**config.mk**
```make
export PLATFORM = sky130hd
export DESIGN_NAME = thermal_power_guard
export DESIGN_NICKNAME = d
export VERILOG_FILES = /design/src/core/thermal_power_guard_pkg.sv /design/src/core/thermal_power_guard.sv
export SDC_FILE = /design/constraint.sdc
export NUM_CORES = 1
export LEC_CHECK = 0
export ABC_AREA = 1
export ABC_CLOCK_PERIOD_IN_PS = 11800
export BUFFER_PORTS_ARGS = -buffer_cell sky130_fd_sc_hd__clkbuf_2
export CORE_MARGIN = 8
export CORE_UTILIZATION = 60
export DETAILED_ROUTE_END_ITERATION = 16
export PLACE_DENSITY = 0.92
export SLEW_MARGIN = 10
export SYNTH_ARGS = -nofsm -noshare
export SYNTH_HDL_FRONTEND = slang
export SYNTH_SLANG_ARGS = --single-unit
export TNS_END_PERCENT = 5
```
**constraint.sdc**
```tcl
create_clock -name core_clk -period 11.8 [get_ports core_clk]
set_clock_uncertainty 0.2 [all_clocks]
set_input_delay 2.36 -clock core_clk [delete_from_list [all_inputs] [get_ports core_clk]]
set_output_delay 2.36 -clock core_clk [all_outputs]
set_load 0.02 [all_outputs]
```
**src/core/thermal_power_guard_pkg.sv**
```systemverilog
/*
   Constants for the thermal and power guard: register map, field positions, reset values
   and timing counts. Assumes a 200 MHz core clock and a 32-bit APB register bus.
*/
package thermal_power_guard_pkg;

   // ==========================================================================
   // Clock and timing
   // ==========================================================================
   localparam int CLK_PERIOD_NS      = 5;
   localparam int HOT_STABLE_NS      = 10;
   // The pin must be stable strictly longer than the figure, hence one cycle more.
   localparam int HOT_STABLE_CYC     = HOT_STABLE_NS / CLK_PERIOD_NS + 1;
   localparam int THR_PERIOD_NS      = 6000;
   localparam int THR_PERIOD_CYC     = THR_PERIOD_NS / CLK_PERIOD_NS;
   localparam int THR_OFF_CYC        = THR_PERIOD_CYC / 2;

   // ==========================================================================
   // Register map, byte addresses
   // ==========================================================================
   localparam int ADDR_W             = 12;
   localparam logic [11:0] CTRL_ADDR   = 12'h000;
   localparam logic [11:0] ALERT_ADDR  = 12'h004;
   localparam logic [11:0] LIMIT_ADDR  = 12'h008;
   localparam logic [11:0] MEMCLK_ADDR = 12'h00C;
   localparam logic [11:0] STATUS_ADDR = 12'h010;

   // ==========================================================================
   // Field positions
   // ==========================================================================
   localparam int CTRL_HTC_EN        = 0;
   localparam int CTRL_HI_EN         = 1;
   localparam int CTRL_LO_EN         = 2;
   localparam int CTRL_VIA_BUS       = 3;
   localparam int CTRL_CYC_EN        = 4;
   localparam int CTRL_TYPE_LSB      = 8;
   localparam int CTRL_VID_LSB       = 16;
   localparam int ST_THROTTLE        = 8;
   localparam int ST_TRIP            = 9;
   localparam int ST_ABOVE_HI        = 10;
   localparam int ST_HOT_IN          = 11;
   localparam int ST_MEMCLK          = 12;

   // ==========================================================================
   // Reset values
   // ==========================================================================
   localparam logic [31:0] CTRL_RST   = 32'h0000_0000;
   localparam logic [31:0] ALERT_RST  = 32'h0000_4050;
   localparam logic [31:0] LIMIT_RST  = 32'h00F0_0560;
   localparam logic [3:0]  MEMCLK_RST = 4'h0;
   localparam logic [5:0]  STARTUP_VID = 6'h00;

endpackage : thermal_power_guard_pkg

```
**src/core/thermal_power_guard.sv**
```systemverilog
/*
   Power-good, reset and thermal protection logic with an APB register slave.
   Assumes board power control drives power_good and cold_start_hold_n asynchronously,
   a digital die temperature code on core_clk, and a wired-low hot_throttle_n pin.
*/
`timescale 1ns/1ps
module thermal_power_guard
   import thermal_power_guard_pkg::*;
(
   input  wire logic                                 core_clk,
   input  wire logic                                 sys_rst,
   input  wire logic                                 psel,
   input  wire logic                                 penable,
   input  wire logic                                 pwrite,
   input  wire logic [thermal_power_guard_pkg::ADDR_W-1:0] paddr,
   input  wire logic [31:0]                          pwdata,
   output logic      [31:0]                          prdata,
   output logic                                      pready,
   output logic                                      pslverr,
   input  wire logic                                 power_good,
   input  wire logic                                 cold_start_hold_n,
   input  wire logic                                 acpi_c3,
   input  wire logic [7:0]                           die_temp,
   input  wire logic                                 hot_throttle_n_in,
   output logic                                      hot_throttle_n_out,
   output logic                                      hot_throttle_n_oe,
   output logic                                      io_isolate,
   output logic                                      dram_pin_oe,
   output logic                                      dram_clk_enable,
   output logic                                      dram_reset_n,
   output logic      [5:0]                           core_voltage_code,
   output logic                                      core_low_power,
   output logic                                      dram_clock_run,
   output logic      [3:0]                           mem_clk_div,
   output logic                                      core_clock_grid_en,
   output logic                                      bridge_clock_grid_en,
   output logic                                      clocks_stopped,
   output logic                                      overtemp_shutdown_n,
   output logic                                      sw_thermal_alert,
   output logic      [7:0]                           alert_type,
   output logic                                      alert_bus_cycle,
   output logic                                      throttle_enter_cycle,
   output logic                                      throttle_exit_cycle
);
   import thermal_power_guard_pkg::*;

   // ==========================================================================
   // Declarations
   // ==========================================================================
   logic [31:0] ctrl_reg;
   logic [31:0] alert_reg;
   logic [31:0] limit_reg;
   logic [3:0]  memclk_reg;
   logic        memclk_run_reg;
   logic [31:0] rdata_reg;
   logic        pg_s1_reg, pg_s2_reg;
   logic        hold_s1_reg, hold_s2_reg;
   logic        hot_s1_reg, hot_s2_reg, hot_s3_reg;
   logic [2:0]  hot_cnt_reg;
   logic        hot_lvl_reg;
   logic        throttle_reg;
   logic [10:0] thr_cnt_reg;
   logic        trip_reg;
   logic        above_hi_reg;
   logic        alert_irq_reg, alert_bus_reg;
   logic        enter_cyc_reg, exit_cyc_reg;

   // ==========================================================================
   // Bus decode
   // ==========================================================================
   wire setup_rd   = psel && !penable && !pwrite;
   wire access_wr  = psel && penable && pwrite;
   wire hit_ctrl   = (paddr == CTRL_ADDR);
   wire hit_alert  = (paddr == ALERT_ADDR);
   wire hit_limit  = (paddr == LIMIT_ADDR);
   wire hit_memclk = (paddr == MEMCLK_ADDR);
   wire hit_status = (paddr == STATUS_ADDR);
   wire mapped     = hit_ctrl || hit_alert || hit_limit || hit_memclk || hit_status;
   wire memclk_wr  = access_wr && hit_memclk;

   // Every access finishes in its first access cycle; unmapped ones report an error.
   assign pready  = 1'b1;
   assign pslverr = psel && penable && !mapped;
   assign prdata  = rdata_reg;

   // ==========================================================================
   // Threshold fields
   // ==========================================================================
   wire       htc_en   = ctrl_reg[CTRL_HTC_EN];
   wire       via_bus  = ctrl_reg[CTRL_VIA_BUS];
   wire [7:0] hi_thr   = alert_reg[7:0];
   wire [7:0] lo_thr   = alert_reg[15:8];
   wire [7:0] thr_lim  = limit_reg[7:0];
   wire [7:0] thr_hyst = limit_reg[15:8];
   wire [7:0] trip_thr = limit_reg[23:16];

   // Comparisons are made every cycle on the current code.
   wire over_hi   = die_temp > hi_thr;
   wire under_lo  = die_temp < lo_thr;
   wire over_lim  = die_temp > thr_lim;
   wire over_trip = die_temp > trip_thr;
   // Hysteresis is added in nine bits so a large margin cannot wrap round.
   wire cool      = ({1'b0, die_temp} + {1'b0, thr_hyst}) < {1'b0, thr_lim};

   // ==========================================================================
   // Power and thermal qualifiers
   // ==========================================================================
   wire run_ok    = pg_s2_reg && hold_s2_reg;
   // The pin is masked while this end drives it, since the wire then reads its own low.
   wire hot_ign   = trip_reg || !run_ok || !htc_en || throttle_reg;
   wire hot_act   = !hot_lvl_reg;
   wire period_end = (thr_cnt_reg == 11'(THR_PERIOD_CYC - 1));
   wire enter_go  = !throttle_reg && run_ok && !acpi_c3 && htc_en && !trip_reg
                    && (over_lim || hot_act);
   // Except when run_ok drops, leaving is checked at a period boundary so the throttle lasts whole periods.
   wire exit_go   = throttle_reg && (!run_ok || (period_end && cool && !hot_act));
   wire hi_ev     = run_ok && over_hi && !above_hi_reg;
   wire lo_ev     = run_ok && above_hi_reg && under_lo;
   wire alert_go  = (hi_ev && ctrl_reg[CTRL_HI_EN]) || (lo_ev && ctrl_reg[CTRL_LO_EN]);

   // ==========================================================================
   // Output assignments
   // ==========================================================================
   assign io_isolate           = !pg_s2_reg;
   assign dram_pin_oe          = run_ok;
   assign dram_reset_n         = run_ok;
   assign dram_clk_enable      = run_ok && memclk_run_reg;
   assign dram_clock_run       = memclk_run_reg;
   assign mem_clk_div          = memclk_reg;
   assign core_voltage_code    = pg_s2_reg ? ctrl_reg[CTRL_VID_LSB +: 6] : STARTUP_VID;
   assign core_low_power       = !hold_s2_reg;
   assign clocks_stopped       = trip_reg;
   assign overtemp_shutdown_n  = !trip_reg;
   // Only the core grid is ramped; the bridge grid stops only on a trip.
   assign bridge_clock_grid_en = !trip_reg;
   assign core_clock_grid_en   = !trip_reg && !core_low_power
                                 && !(throttle_reg && thr_cnt_reg < 11'(THR_OFF_CYC));
   assign hot_throttle_n_out   = 1'b0;
   assign hot_throttle_n_oe    = throttle_reg;
   assign sw_thermal_alert     = alert_irq_reg;
   assign alert_bus_cycle      = alert_bus_reg;
   assign alert_type           = ctrl_reg[CTRL_TYPE_LSB +: 8];
   assign throttle_enter_cycle = enter_cyc_reg;
   assign throttle_exit_cycle  = exit_cyc_reg;

   // ==========================================================================
   // Registers written by software
   // ==========================================================================
   always_ff @(posedge core_clk or posedge sys_rst)
   begin
      if (sys_rst)
      begin
         ctrl_reg   <= CTRL_RST;
         alert_reg  <= ALERT_RST;
         limit_reg  <= LIMIT_RST;
         memclk_reg <= MEMCLK_RST;
      end
      else if (access_wr)
      begin
         if (hit_ctrl)
            ctrl_reg <= pwdata;
         else if (hit_alert)
            alert_reg <= pwdata;
         else if (hit_limit)
            limit_reg <= pwdata;
         else if (hit_memclk)
            memclk_reg <= pwdata[3:0];
      end
   end

   // Read data is captured in the setup cycle so it comes from a flip-flop.
   always_ff @(posedge core_clk or posedge sys_rst)
   begin
      if (sys_rst)
         rdata_reg <= 32'h0000_0000;
      else if (setup_rd)
      begin
         if (hit_ctrl)
            rdata_reg <= ctrl_reg;
         else if (hit_alert)
            rdata_reg <= alert_reg;
         else if (hit_limit)
            rdata_reg <= limit_reg;
         else if (hit_memclk)
            rdata_reg <= {28'h0000000, memclk_reg};
         else if (hit_status)
            rdata_reg <= {19'h00000, memclk_run_reg, hot_act, above_hi_reg, trip_reg,
                          throttle_reg, die_temp};
         else
            rdata_reg <= 32'h0000_0000;
      end
   end

   // Memory clocks start on a divisor write and stop again with each reset.
   always_ff @(posedge core_clk or posedge sys_rst)
   begin
      if (sys_rst)
         memclk_run_reg <= 1'b0;
      else if (!hold_s2_reg)
         memclk_run_reg <= 1'b0;
      else if (memclk_wr)
         memclk_run_reg <= 1'b1;
   end

   // ==========================================================================
   // Pin synchronisers
   // ==========================================================================
   always_ff @(posedge core_clk or posedge sys_rst)
   begin
      if (sys_rst)
      begin
         pg_s1_reg   <= 1'b0;
         pg_s2_reg   <= 1'b0;
         hold_s1_reg <= 1'b0;
         hold_s2_reg <= 1'b0;
         hot_s1_reg  <= 1'b1;
         hot_s2_reg  <= 1'b1;
         hot_s3_reg  <= 1'b1;
      end
      else
      begin
         pg_s1_reg   <= power_good;
         pg_s2_reg   <= pg_s1_reg;
         hold_s1_reg <= cold_start_hold_n;
         hold_s2_reg <= hold_s1_reg;
         hot_s1_reg  <= hot_throttle_n_in;
         hot_s2_reg  <= hot_s1_reg;
         hot_s3_reg  <= hot_s2_reg;
      end
   end

   // A level is taken only after it has held for the full stability count.
   always_ff @(posedge core_clk or posedge sys_rst)
   begin
      if (sys_rst)
      begin
         hot_cnt_reg <= 3'h0;
         hot_lvl_reg <= 1'b1;
      end
      else
      begin
         // Counting restarts while the pin is ignored, so the stale low of our own
         // drive still in the synchronisers cannot be taken once throttling ends.
         if (hot_ign || hot_s2_reg != hot_s3_reg)
            hot_cnt_reg <= 3'h0;
         else if (hot_cnt_reg != 3'(HOT_STABLE_CYC))
            hot_cnt_reg <= hot_cnt_reg + 3'h1;
         if (hot_ign)
            hot_lvl_reg <= 1'b1;
         else if (hot_cnt_reg == 3'(HOT_STABLE_CYC))
            hot_lvl_reg <= hot_s3_reg;
      end
   end

   // ==========================================================================
   // Hardware throttle state and its period counter
   // ==========================================================================
   always_ff @(posedge core_clk or posedge sys_rst)
   begin
      if (sys_rst)
      begin
         throttle_reg  <= 1'b0;
         thr_cnt_reg   <= 11'h000;
         enter_cyc_reg <= 1'b0;
         exit_cyc_reg  <= 1'b0;
      end
      else
      begin
         enter_cyc_reg <= enter_go && ctrl_reg[CTRL_CYC_EN];
         exit_cyc_reg  <= exit_go && ctrl_reg[CTRL_CYC_EN];
         if (enter_go)
            throttle_reg <= 1'b1;
         else if (exit_go)
            throttle_reg <= 1'b0;
         // Each period is roughly 6 us; the first half has the grid ramped down.
         if (!throttle_reg || period_end)
            thr_cnt_reg <= 11'h000;
         else
            thr_cnt_reg <= thr_cnt_reg + 11'h001;
      end
   end

   // ==========================================================================
   // Software alerts
   // ==========================================================================
   always_ff @(posedge core_clk or posedge sys_rst)
   begin
      if (sys_rst)
      begin
         above_hi_reg  <= 1'b0;
         alert_irq_reg <= 1'b0;
         alert_bus_reg <= 1'b0;
      end
      else
      begin
         if (hi_ev)
            above_hi_reg <= 1'b1;
         else if (lo_ev)
            above_hi_reg <= 1'b0;
         alert_irq_reg <= alert_go && !via_bus;
         alert_bus_reg <= alert_go && via_bus;
      end
   end

   // ==========================================================================
   // Overtemperature latch
   // ==========================================================================
   // Cleared only by sys_rst or reset hold, so a trip still present at release returns at once.
   always_ff @(posedge core_clk or posedge sys_rst)
   begin
      if (sys_rst)
         trip_reg <= 1'b0;
      else if (!hold_s2_reg)
         trip_reg <= 1'b0;
      else if (pg_s2_reg && over_trip)
         trip_reg <= 1'b1;
   end
endmodule : thermal_power_guard

```
==> results of run 1 <==
[stage by stage]
stage | utilization | total power, uW | worst slack, ps | cell area (sq um)
after floorplan | - | 622.5 | 4888 | 8606
after global placement | 0.6601 | 651.7 | 5601 | 9198
after detailed placement | 0.6601 | 653.6 | 5539 | 9198
after CTS | 0.7024 | 1201 | 5518 | 9788
after global routing | 0.7024 | 1236 | 5315 | 9788
final | 0.7024 | 1203 | 5463 | 9788
[area by class of cell]
type                            count  area (sq um)  area share
Sequential cell                   162          4073      0.4161
Multi-Input combinational cell    673          3726      0.3807
Timing Repair Buffer              131         668.1     0.06826
Clock buffer                       28         516.7     0.05279
Inverter                          133         505.5     0.05164
Tap cell                          180         225.2     0.02301
Clock inverter                      4         73.82    0.007542
[routing by layer]
layer	share of wire	vias to the layer above	GRT usage
met5	0	-	0
met4	0.035	0	0.1184
met3	0.092	71	0.06343
met2	0.48	398	0.4166
met1	0.39	3465	0.3139
li1	-	3475	-
[Yosys cell counts (all sizes together)]
cell / instances
nand2: 297
o21a: 2
a21boi: 3
o21ai: 135
ha: 49
dfrtp: 147
buf: 32
o2111ai: 8
nand3: 28
o211ai: 4
nor3: 20
clkinv: 1
a2bb2oi: 2
a211oi: 2
nor2: 44
xnor2: 3
mux2i: 1
or2: 5
a311oi: 1
clkbuf: 13
dfstp: 15
conb: 2
inv: 132
a21oi: 42
nand4: 12
fa: 1
and3: 1
xor2: 5
nor3b: 4
o22ai: 2
[worst register-to-register path: stages, from the launching register on]
cell	delay, ps
dfstp_2	570
ha_1	170
inv_1	50
fa_1	390
nor2_1	120
a211oi_1	90
xor2_1	170
ha_1	320
a21oi_1	160
nand2_1	70
nand2_1	70
nand2_1	50
nand2_1	60
nand2_1	50
nand2_1	60
nand2_1	70
nand3_1	70
nand2_1	50
[worst max-delay path by stage]
stage / start / end / slack (ps)
floorplan: sys_rst / above_hi_reg$_DFFE_PP0P_ / 4890
global placement: paddr[11] / pslverr / 5600
detailed placement: paddr[11] / pslverr / 5540
CTS: paddr[11] / pslverr / 5520
global route: paddr[9] / pslverr / 5310
finish: paddr[11] / pslverr / 5460
[cell families after synthesis]
kind of cell | after synthesis | synth area share
adders and majority gates | 50 | 0.07357
DFF | 162 | 0.4732
buffers and inverters | 178 | 0.09378
and+or+nand+nor | 411 | 0.2083
other | 2 | 0.0008727
muxes | 1 | 0.001163
xor gates and xnor gates | 8 | 0.008142
AOI/OAI and AO/OA | 201 | 0.1409
[power by group through the flow]
| stage | Combinational, uW | Sequential, uW | Clock (uW) |
|---|---|---|---|
| after floorplan | 46.3 | 576 | 0 |
| final | 80.3 | 565 | 558 |
| after CTS | 80.5 | 565 | 556 |
| after detailed placement | 79.1 | 574 | 0 |
| after global routing | 89.6 | 565 | 582 |
| after global placement | 77.4 | 574 | 0 |
==> impl_metrics.tcl, run 1 <==
set metrics [dict create \
    crit_path_max_fanout 4 \
    r2r_slack_ps 8900 \
    ctsResizeCount 0 \
    max_stage_delay_ps 230 \
    netlist.top_cell.by_area "dfrtp_1" \
    ir_drop_v 0.0001173 \
    period_minus_slack_ps 6337 \
    track_usage 0.2558 \
    avgRoutedWirePerCell_um 17.39 \
    slew_headroom 0.3099 \
    reg2reg_depth 17 \
    wirelength_um 22800 \
    p_sw_frac 0.2300 \
    syn_area_sq_um 8606 \
    power_frac_clock 0.464 \
    overflow 0 \
    min_period_over_period 0.5370 \
    start_util 0.6176 \
    grt_max_degree 94 \
    r2r_end "hot_throttle_n_oe$_DFFE_PP0P_" \
    syn_area_per_cell_sq_um 8.495 \
    yosysUniqueCellTypes 44 \
    die_w_um 135.8 \
    vias 7409 \
    cts-buffers-inserted 17 \
    slew_violations 0 \
    power_frac_comb 0.067 \
    drt_iter0_markers 727 \
    yosys_warnings 0 \
    die_h_um 135.8 \
    fp.coreArea_sq_um 13930 \
    post_cts_buffers 0 \
    status "complete, no violations" \
    layout-drive-gt1-share 0.2263 \
    port-buffer-count 126 \
    num_io_pins 129 \
    cts_htree_levels 4 \
    r2r_start "limit_reg[8]$_DFFE_PP1P_" \
    synth.area.top_cells "dfrtp_1 (43%), nand2_1 (12%), ha_1 (7.1%)" \
    globalplace.congestion 0.9296 \
    clk_pin_slew_ps 60 \
    clk_latency_ps 430 \
    die_area_sq_um 18430 \
    worstHoldStart "hot_s1_reg$_DFF_PP1_" \
    cp_num_buf_inv 4 \
    min_path_cells 0 \
    fin_hold_ws_ps 155.1 \
    intPower_uw 926.4 \
    cp.required_ps 9240 \
    fin_cells 1311 \
    timing.fmax_mhz 157.8 \
    grt_pass1_vias 7410 \
    cap_violations 0 \
    num_rows 43 \
    tightest_slew_ps 1035 \
    yosys_register_bits 162 \
    num-nets-final 1229 \
    hold_violations 0 \
    finalSetupViolCount 0 \
    startpoint_type "input pin" \
    cts_tree "built" \
    sequentialPowerShare 0.470 \
    worstSetupEndpointType "output pin" \
    holdBufCountCts 0 \
    cp_slowest_cell "nand2_1" \
    final_cell_mix "nand2_1 (270), dfrtp_1 (147), inv_1 (127), clkbuf_2 (126), o21ai_0 (73)" \
    cp_top_family "simple AND/OR/NAND/NOR gates" \
    leakage_uw 0.004936 \
    drc 0 \
    final_common_cell "nand2_1" \
    rsz0062_at_grt "no" \
    fillCellCount 1014 \
    tns_ps 0 \
    hold_path_end "hot_s2_reg$_DFF_PP1_" \
    syn_to_final_growth_pct 13.74 \
    critical_path_arrival_ps 3780 \
    synth_top_area_share 0.4274 \
    cts.sinks 162 \
    dpl.hpwl_um 15680 \
    power.switching_uw 276.7 \
    critPathKind "in2out" \
    grt_pass1_wl_um 37250 \
    clock_path_buffers 2 \
    antenna_found_initial 0 \
    drtAntennaViolNets 0 \
    hold_path_class "reg2reg" \
    synth_sequential_area_ratio 0.4732 \
    drt-vias-per-instance 5.651 \
    netlist_instances 1013 \
    cts_root_buf "clkbuf_16" \
    place_inst 1279 \
    insertedDiodeCount 0 \
    p_per_area_nw_per_um2 122.9 \
    cp_cell_sequence "clkbuf_2 > nor2_1 > nand2_1 > inv_1 > nand4_1 > inv_1 > nor2_1 > nand2_1 > nor3_1 > clkbuf_2" \
    dr.pass1.iters 6 \
    crit_cells 10 \
    synth_fp_nets 1124 \
]
Note: power is estimated with default switching activity, not from simulation.
==> inputs of run 2 (changes only) <==
- ABC_CLOCK_PERIOD_IN_PS: 11800 -> 5700
- CORE_UTILIZATION: 60 -> 52
- PLACE_DENSITY: 0.92 -> 0.86
- clock period: 11.8 -> 5.7 ns (I/O delays scaled with it)
==> run 2 against run 1 <==
Compared with the run above:
- clock power up 94%
- clock-buffer cell count down 8
- sequential share of layout area down 0.096 points
- sequential cell count unchanged
- sequential power up 110%
- register-to-register slack worse by 6100 ps
- worst setup slack worse by 3600 ps
- routed wire length down 2.8%
- cell count up 3.1%
- power up 100%
- non-clock buffer count up 1
==> impl_metrics.tcl, run 2 (same netlist as run 1, synthesis figures left out) <==
set metrics [dict create \
    status "complete, no violations" \
    fin_util 0.5980 \
    power_frac_clock 0.448 \
    finalSetupViolCount 0 \
    r2r_start "limit_reg[8]$_DFFE_PP1P_" \
    rsz0062_at_grt "no" \
    drt-vias-per-instance 5.300 \
    min_period_over_period 0.6669 \
    p_sw_frac 0.2547 \
    r2r_slack_ps 2780 \
    slew_headroom 0.3179 \
    cts_htree_levels 4 \
    fp.coreArea_sq_um 16410 \
    intPower_uw 1802 \
    die_h_um 144.6 \
    worstHoldStart "hold_s1_reg$_DFF_PP0_" \
    track_usage 0.2236 \
    power.switching_uw 615.8 \
    hold_violations 0 \
    max_stage_delay_ps 240 \
    drt_iter0_markers 662 \
    cap_violations 0 \
    dpl_worst_slack_ps 1941 \
    wirelength_um 22150 \
    critPathKind "in2out" \
    critical_path_arrival_ps 2460 \
    busiest_layer "met2" \
    avgRoutedWirePerCell_um 16.38 \
    startpoint_type "input pin" \
    postLayoutSetupSlackWorst_ps 1899 \
    die_area_sq_um 20920 \
    ctsResizeCount 0 \
    r2r_end "hot_throttle_n_oe$_DFFE_PP0P_" \
    cts_root_buf "clkbuf_16" \
    cp_cell_sequence "clkbuf_2 > nor2_1 > nand2_1 > inv_1 > nand4_1 > inv_1 > nor2_1 > nand2_1 > nor3_1 > clkbuf_2" \
    tns_ps 0 \
    grt_max_degree 86 \
    syn_to_final_growth_pct 14.00 \
    insertedDiodeCount 0 \
    reg2reg_depth 17 \
    use_met3 0.05084 \
    vias 7165 \
    power_frac_comb 0.069 \
    globalplace.congestion 0.9144 \
    fillCellCount 1419 \
    period_minus_slack_ps 3801 \
    drc 0 \
    min_path_cells 0 \
    place_inst 1320 \
    num_io_pins 129 \
    cp.required_ps 4360 \
    fin_cells 1352 \
    clk_pin_slew_ps 60 \
    timing.fmax_mhz 263.1 \
    final_common_cell "nand2_1" \
    cts.sinks 162 \
    p_per_area_nw_per_um2 246.5 \
    ir_drop_v 0.0001749 \
    slew_violations 0 \
    num-nets-final 1230 \
    met2_usage 0.3596 \
    clk_latency_ps 440 \
    cts-buffers-inserted 17 \
    crit_path_max_fanout 4 \
    start_util 0.5245 \
    overflow 0 \
    tightest_slew_ps 1023 \
    die_w_um 144.6 \
    grt_pass1_wl_um 36150 \
    sequentialPowerShare 0.483 \
    cp_slowest_cell "nand2_1" \
    drtAntennaViolNets 0 \
    holdBufCountCts 0 \
    post_cts_buffers 0 \
    cts_tree "built" \
    hold_path_class "reg2reg" \
    dr.pass1.iters 6 \
    clock_path_buffers 2 \
    leakage_uw 0.004914 \
    grt_pass1_vias 7247 \
    layout-drive-gt1-share 0.2314 \
    dpl.hpwl_um 15780 \
    final_cell_mix "nand2_1 (270), dfrtp_1 (147), inv_1 (127), clkbuf_2 (126), o21ai_0 (73)" \
    grtUsageMet1 0.2823 \
    port-buffer-count 126 \
    num_rows 47 \
    hold_path_end "hold_s2_reg$_DFF_PP0_" \
    worstSetupEndpointType "output pin" \
    antenna_found_initial 0 \
]
run 2: critical path: cells and delay by family:
kind                   cells  cell delay (ps)
buffers and inverters      4              530
AND/OR/NAND/NOR            6              780
run 2: per-stage QoR:
stage | power (uW) | instance area [sq um] | hold slack [ps]
after floorplan | 1289 | 8606 | 131.2
after global placement | 1352 | 9255 | 134.3
after detailed placement | 1356 | 9255 | 136.5
after CTS | 2430 | 9811 | 158.6
after global routing | 2499 | 9811 | 162.6
final | 2418 | 9811 | 157.3
run 2: routing by layer:
| metal | part of all wire | routed length, um |
|---|---|---|
| met1 | 0.42 | 9260 |
| met2 | 0.48 | 10540 |
| met3 | 0.083 | 1840 |
| met4 | 0.023 | 503 |
| met5 | 0 | 0 |
run 2: how the worst max path moves through the flow:
stage	from	endpoint	slack (ps)	cells past startpoint
floorplan	sys_rst	above_hi_reg$_DFFE_PP0P_	8	1
global placement	paddr[11]	pslverr	1960	10
detailed placement	paddr[10]	pslverr	1940	10
CTS	paddr[10]	pslverr	1940	10
global route	paddr[1]	pslverr	1820	10
finish	paddr[9]	pslverr	1900	10
run 2: power by group through the flow:
stage | logic [uW] | registers, uW | clock network (uW)
global placement | 163 | 1190 | 0
detailed placement | 167 | 1190 | 0
finish | 167 | 1170 | 1080
CTS | 168 | 1170 | 1090
global route | 188 | 1170 | 1140
floorplan | 95.8 | 1190 | 0
run 2: area by class of cell:
type	instances	area, sq um	area share
Timing Repair Buffer	132	675.6	0.06887
Clock inverter	12	98.84	0.01008
Multi-Input combinational cell	673	3726	0.3798
Clock buffer	20	456.7	0.04655
Inverter	133	505.5	0.05152
Sequential cell	162	4073	0.4151
Tap cell	220	275.3	0.02806
==> inputs of run 3 (changes only) <==
- ABC_CLOCK_PERIOD_IN_PS: 5700 -> 3300
- clock period: 5.7 -> 3.3 ns (I/O delays scaled with it)
==> run 3 against run 2 <==
Compared with the run above:
- global-route usage down 0.45 points
- first-iteration DRC count up 1.4%
- cell area up 1.5%
- via count up 1.3%
==> impl_metrics.tcl, run 3 (same netlist as run 1, synthesis figures left out) <==
set metrics [dict create \
    drtAntennaViolNets 0 \
    regArea_sq_um 4073 \
    timing.fmax_mhz 352.8 \
    grt_pass1_vias 6920 \
    critical_path_arrival_ps 1970 \
    use_met3 0.05546 \
    met2_usage 0.3616 \
    fin_util 0.6067 \
    cp.required_ps 2440 \
    cp_top_family "simple AND/OR/NAND/NOR gates" \
    start_util 0.5245 \
    die_area_sq_um 20920 \
    r2r_slack_ps 470 \
    cts_tree "built" \
    clk_latency_ps 440 \
    slew_headroom 0.5738 \
    die_h_um 144.6 \
    dr.pass1.iters 8 \
    cp_slowest_cell "nand2_1" \
    clock_path_buffers 2 \
    grt_max_degree 75 \
    fin_hold_ws_ps 82.90 \
    drt_iter0_markers 671 \
    cp_num_buf_inv 4 \
    die_w_um 144.6 \
    drt-vias-per-instance 5.362 \
    cts-buffers-inserted 17 \
    cts.sinks 162 \
    status "complete, no violations" \
    cts_htree_levels 4 \
    min_period_over_period 0.8589 \
    drc 0 \
    fp.coreArea_sq_um 16410 \
    globalplace.congestion 0.9284 \
    num-nets-final 1233 \
    clk_pin_slew_ps 60 \
    post_cts_buffers 0 \
    busiest_layer "met2" \
    tns_ps 0 \
    syn_to_final_growth_pct 15.66 \
    reg2reg_depth 16 \
    avgRoutedWirePerCell_um 16.50 \
    critPathKind "in2out" \
    wirelength_um 22350 \
    final_cell_mix "nand2_1 (270), dfrtp_1 (147), inv_1 (127), clkbuf_2 (126), o21ai_0 (73)" \
    insertedDiodeCount 0 \
    holdBufCountCts 0 \
    track_usage 0.2191 \
    r2r_start "limit_reg[8]$_DFFE_PP1P_" \
    ctsResizeCount 0 \
    layout-drive-gt1-share 0.2337 \
    multi_input_area_sq_um 3726 \
    vias 7260 \
    grtUsageMet1 0.2760 \
    final_common_cell "nand2_1" \
    hold_violations 0 \
    rsz0062_at_grt "no" \
    finalSetupViolCount 0 \
    antenna_found_initial 0 \
    fillCellCount 1321 \
    cap_violations 0 \
    crit_path_max_fanout 4 \
    p_per_area_nw_per_um2 448.8 \
    num_rows 47 \
    r2r_end "throttle_exit_cycle$_DFF_PP0_" \
    cp_cell_sequence "clkbuf_2 > nor2_1 > nand2_1 > inv_1 > nand4_1 > inv_1 > nor2_1 > nand2_1 > nor3_1 > clkbuf_2" \
    leakage_uw 0.004989 \
    worstSetupEndpointType "output pin" \
    slew_violations 0 \
    cts_root_buf "clkbuf_16" \
    tightest_slew_ps 639.3 \
    crit_cells 10 \
    num_io_pins 129 \
    max_stage_delay_ps 240 \
    period_minus_slack_ps 2834 \
    overflow 0 \
    dpl.hpwl_um 16020 \
    grt_pass1_wl_um 35410 \
    port-buffer-count 126 \
    hold_path_class "in2async" \
    ir_drop_v 0.0003854 \
    startpoint_type "input pin" \
]
run 3: cell types whose count changed in the layout (fill, tap and decap cells not counted), sizes merged:
| cell | before | now |
|---|---|---|
| inv | 138 | 140 |
| clkinv | 3 | 1 |
| buf | 6 | 9 |
| bufinv | 0 | 4 |
| clkinvlp | 4 | 2 |
| clkbuf | 146 | 143 |
run 3: through the flow:
stage | cells | setup slack (ps) | instance area (sq um) | power [uW]
3_5_place_dp | 1323 | 167.6 | 9314 | 2343
6_report | 1354 | 465.6 | 9953 | 4467
4_1_cts | 1354 | 463.8 | 9953 | 4489
2_1_floorplan | 1013 | 395.4 | 8610 | 2226
5_1_grt | 1354 | 216.6 | 9953 | 4599
3_3_place_gp | 1323 | 234.8 | 9314 | 2336
run 3: worst max path at each step:
stage | to | start | slack (ps)
finish | pslverr | paddr[11] | 470
global route | throttle_exit_cycle$_DFF_PP0_ | limit_reg[8]$_DFFE_PP1P_ | 220
CTS | hot_throttle_n_oe$_DFFE_PP0P_ | limit_reg[8]$_DFFE_PP1P_ | 460
detailed placement | hot_throttle_n_oe$_DFFE_PP0P_ | die_temp[2] | 170
global placement | hot_throttle_n_oe$_DFFE_PP0P_ | die_temp[3] | 230
floorplan | above_hi_reg$_DFFE_PP0P_ | sys_rst | 400
run 3: area by class of cell:
type,instances,share of cell area
Sequential cell,162,0.4092
Tap cell,220,0.02766
Inverter,133,0.05066
Timing Repair Buffer,135,0.07392
Multi-Input combinational cell,673,0.3744
Clock inverter,14,0.02150
Clock buffer,17,0.04274
run 3: report_power, final:
group	internal (uW)	switching, uW	leakage, uW	total, uW
registers	2000	12.9	0.00219	2020
logic	94.3	196	0.00249	290
clock network	1290	868	0.000312	2160
run 3: per-layer routing:
layer / up-vias / share of wire
li1: 3484 / -
met1: 3447 / 0.41
met2: 297 / 0.49
met3: 32 / 0.082
met4: 0 / 0.018
met5: - / 0
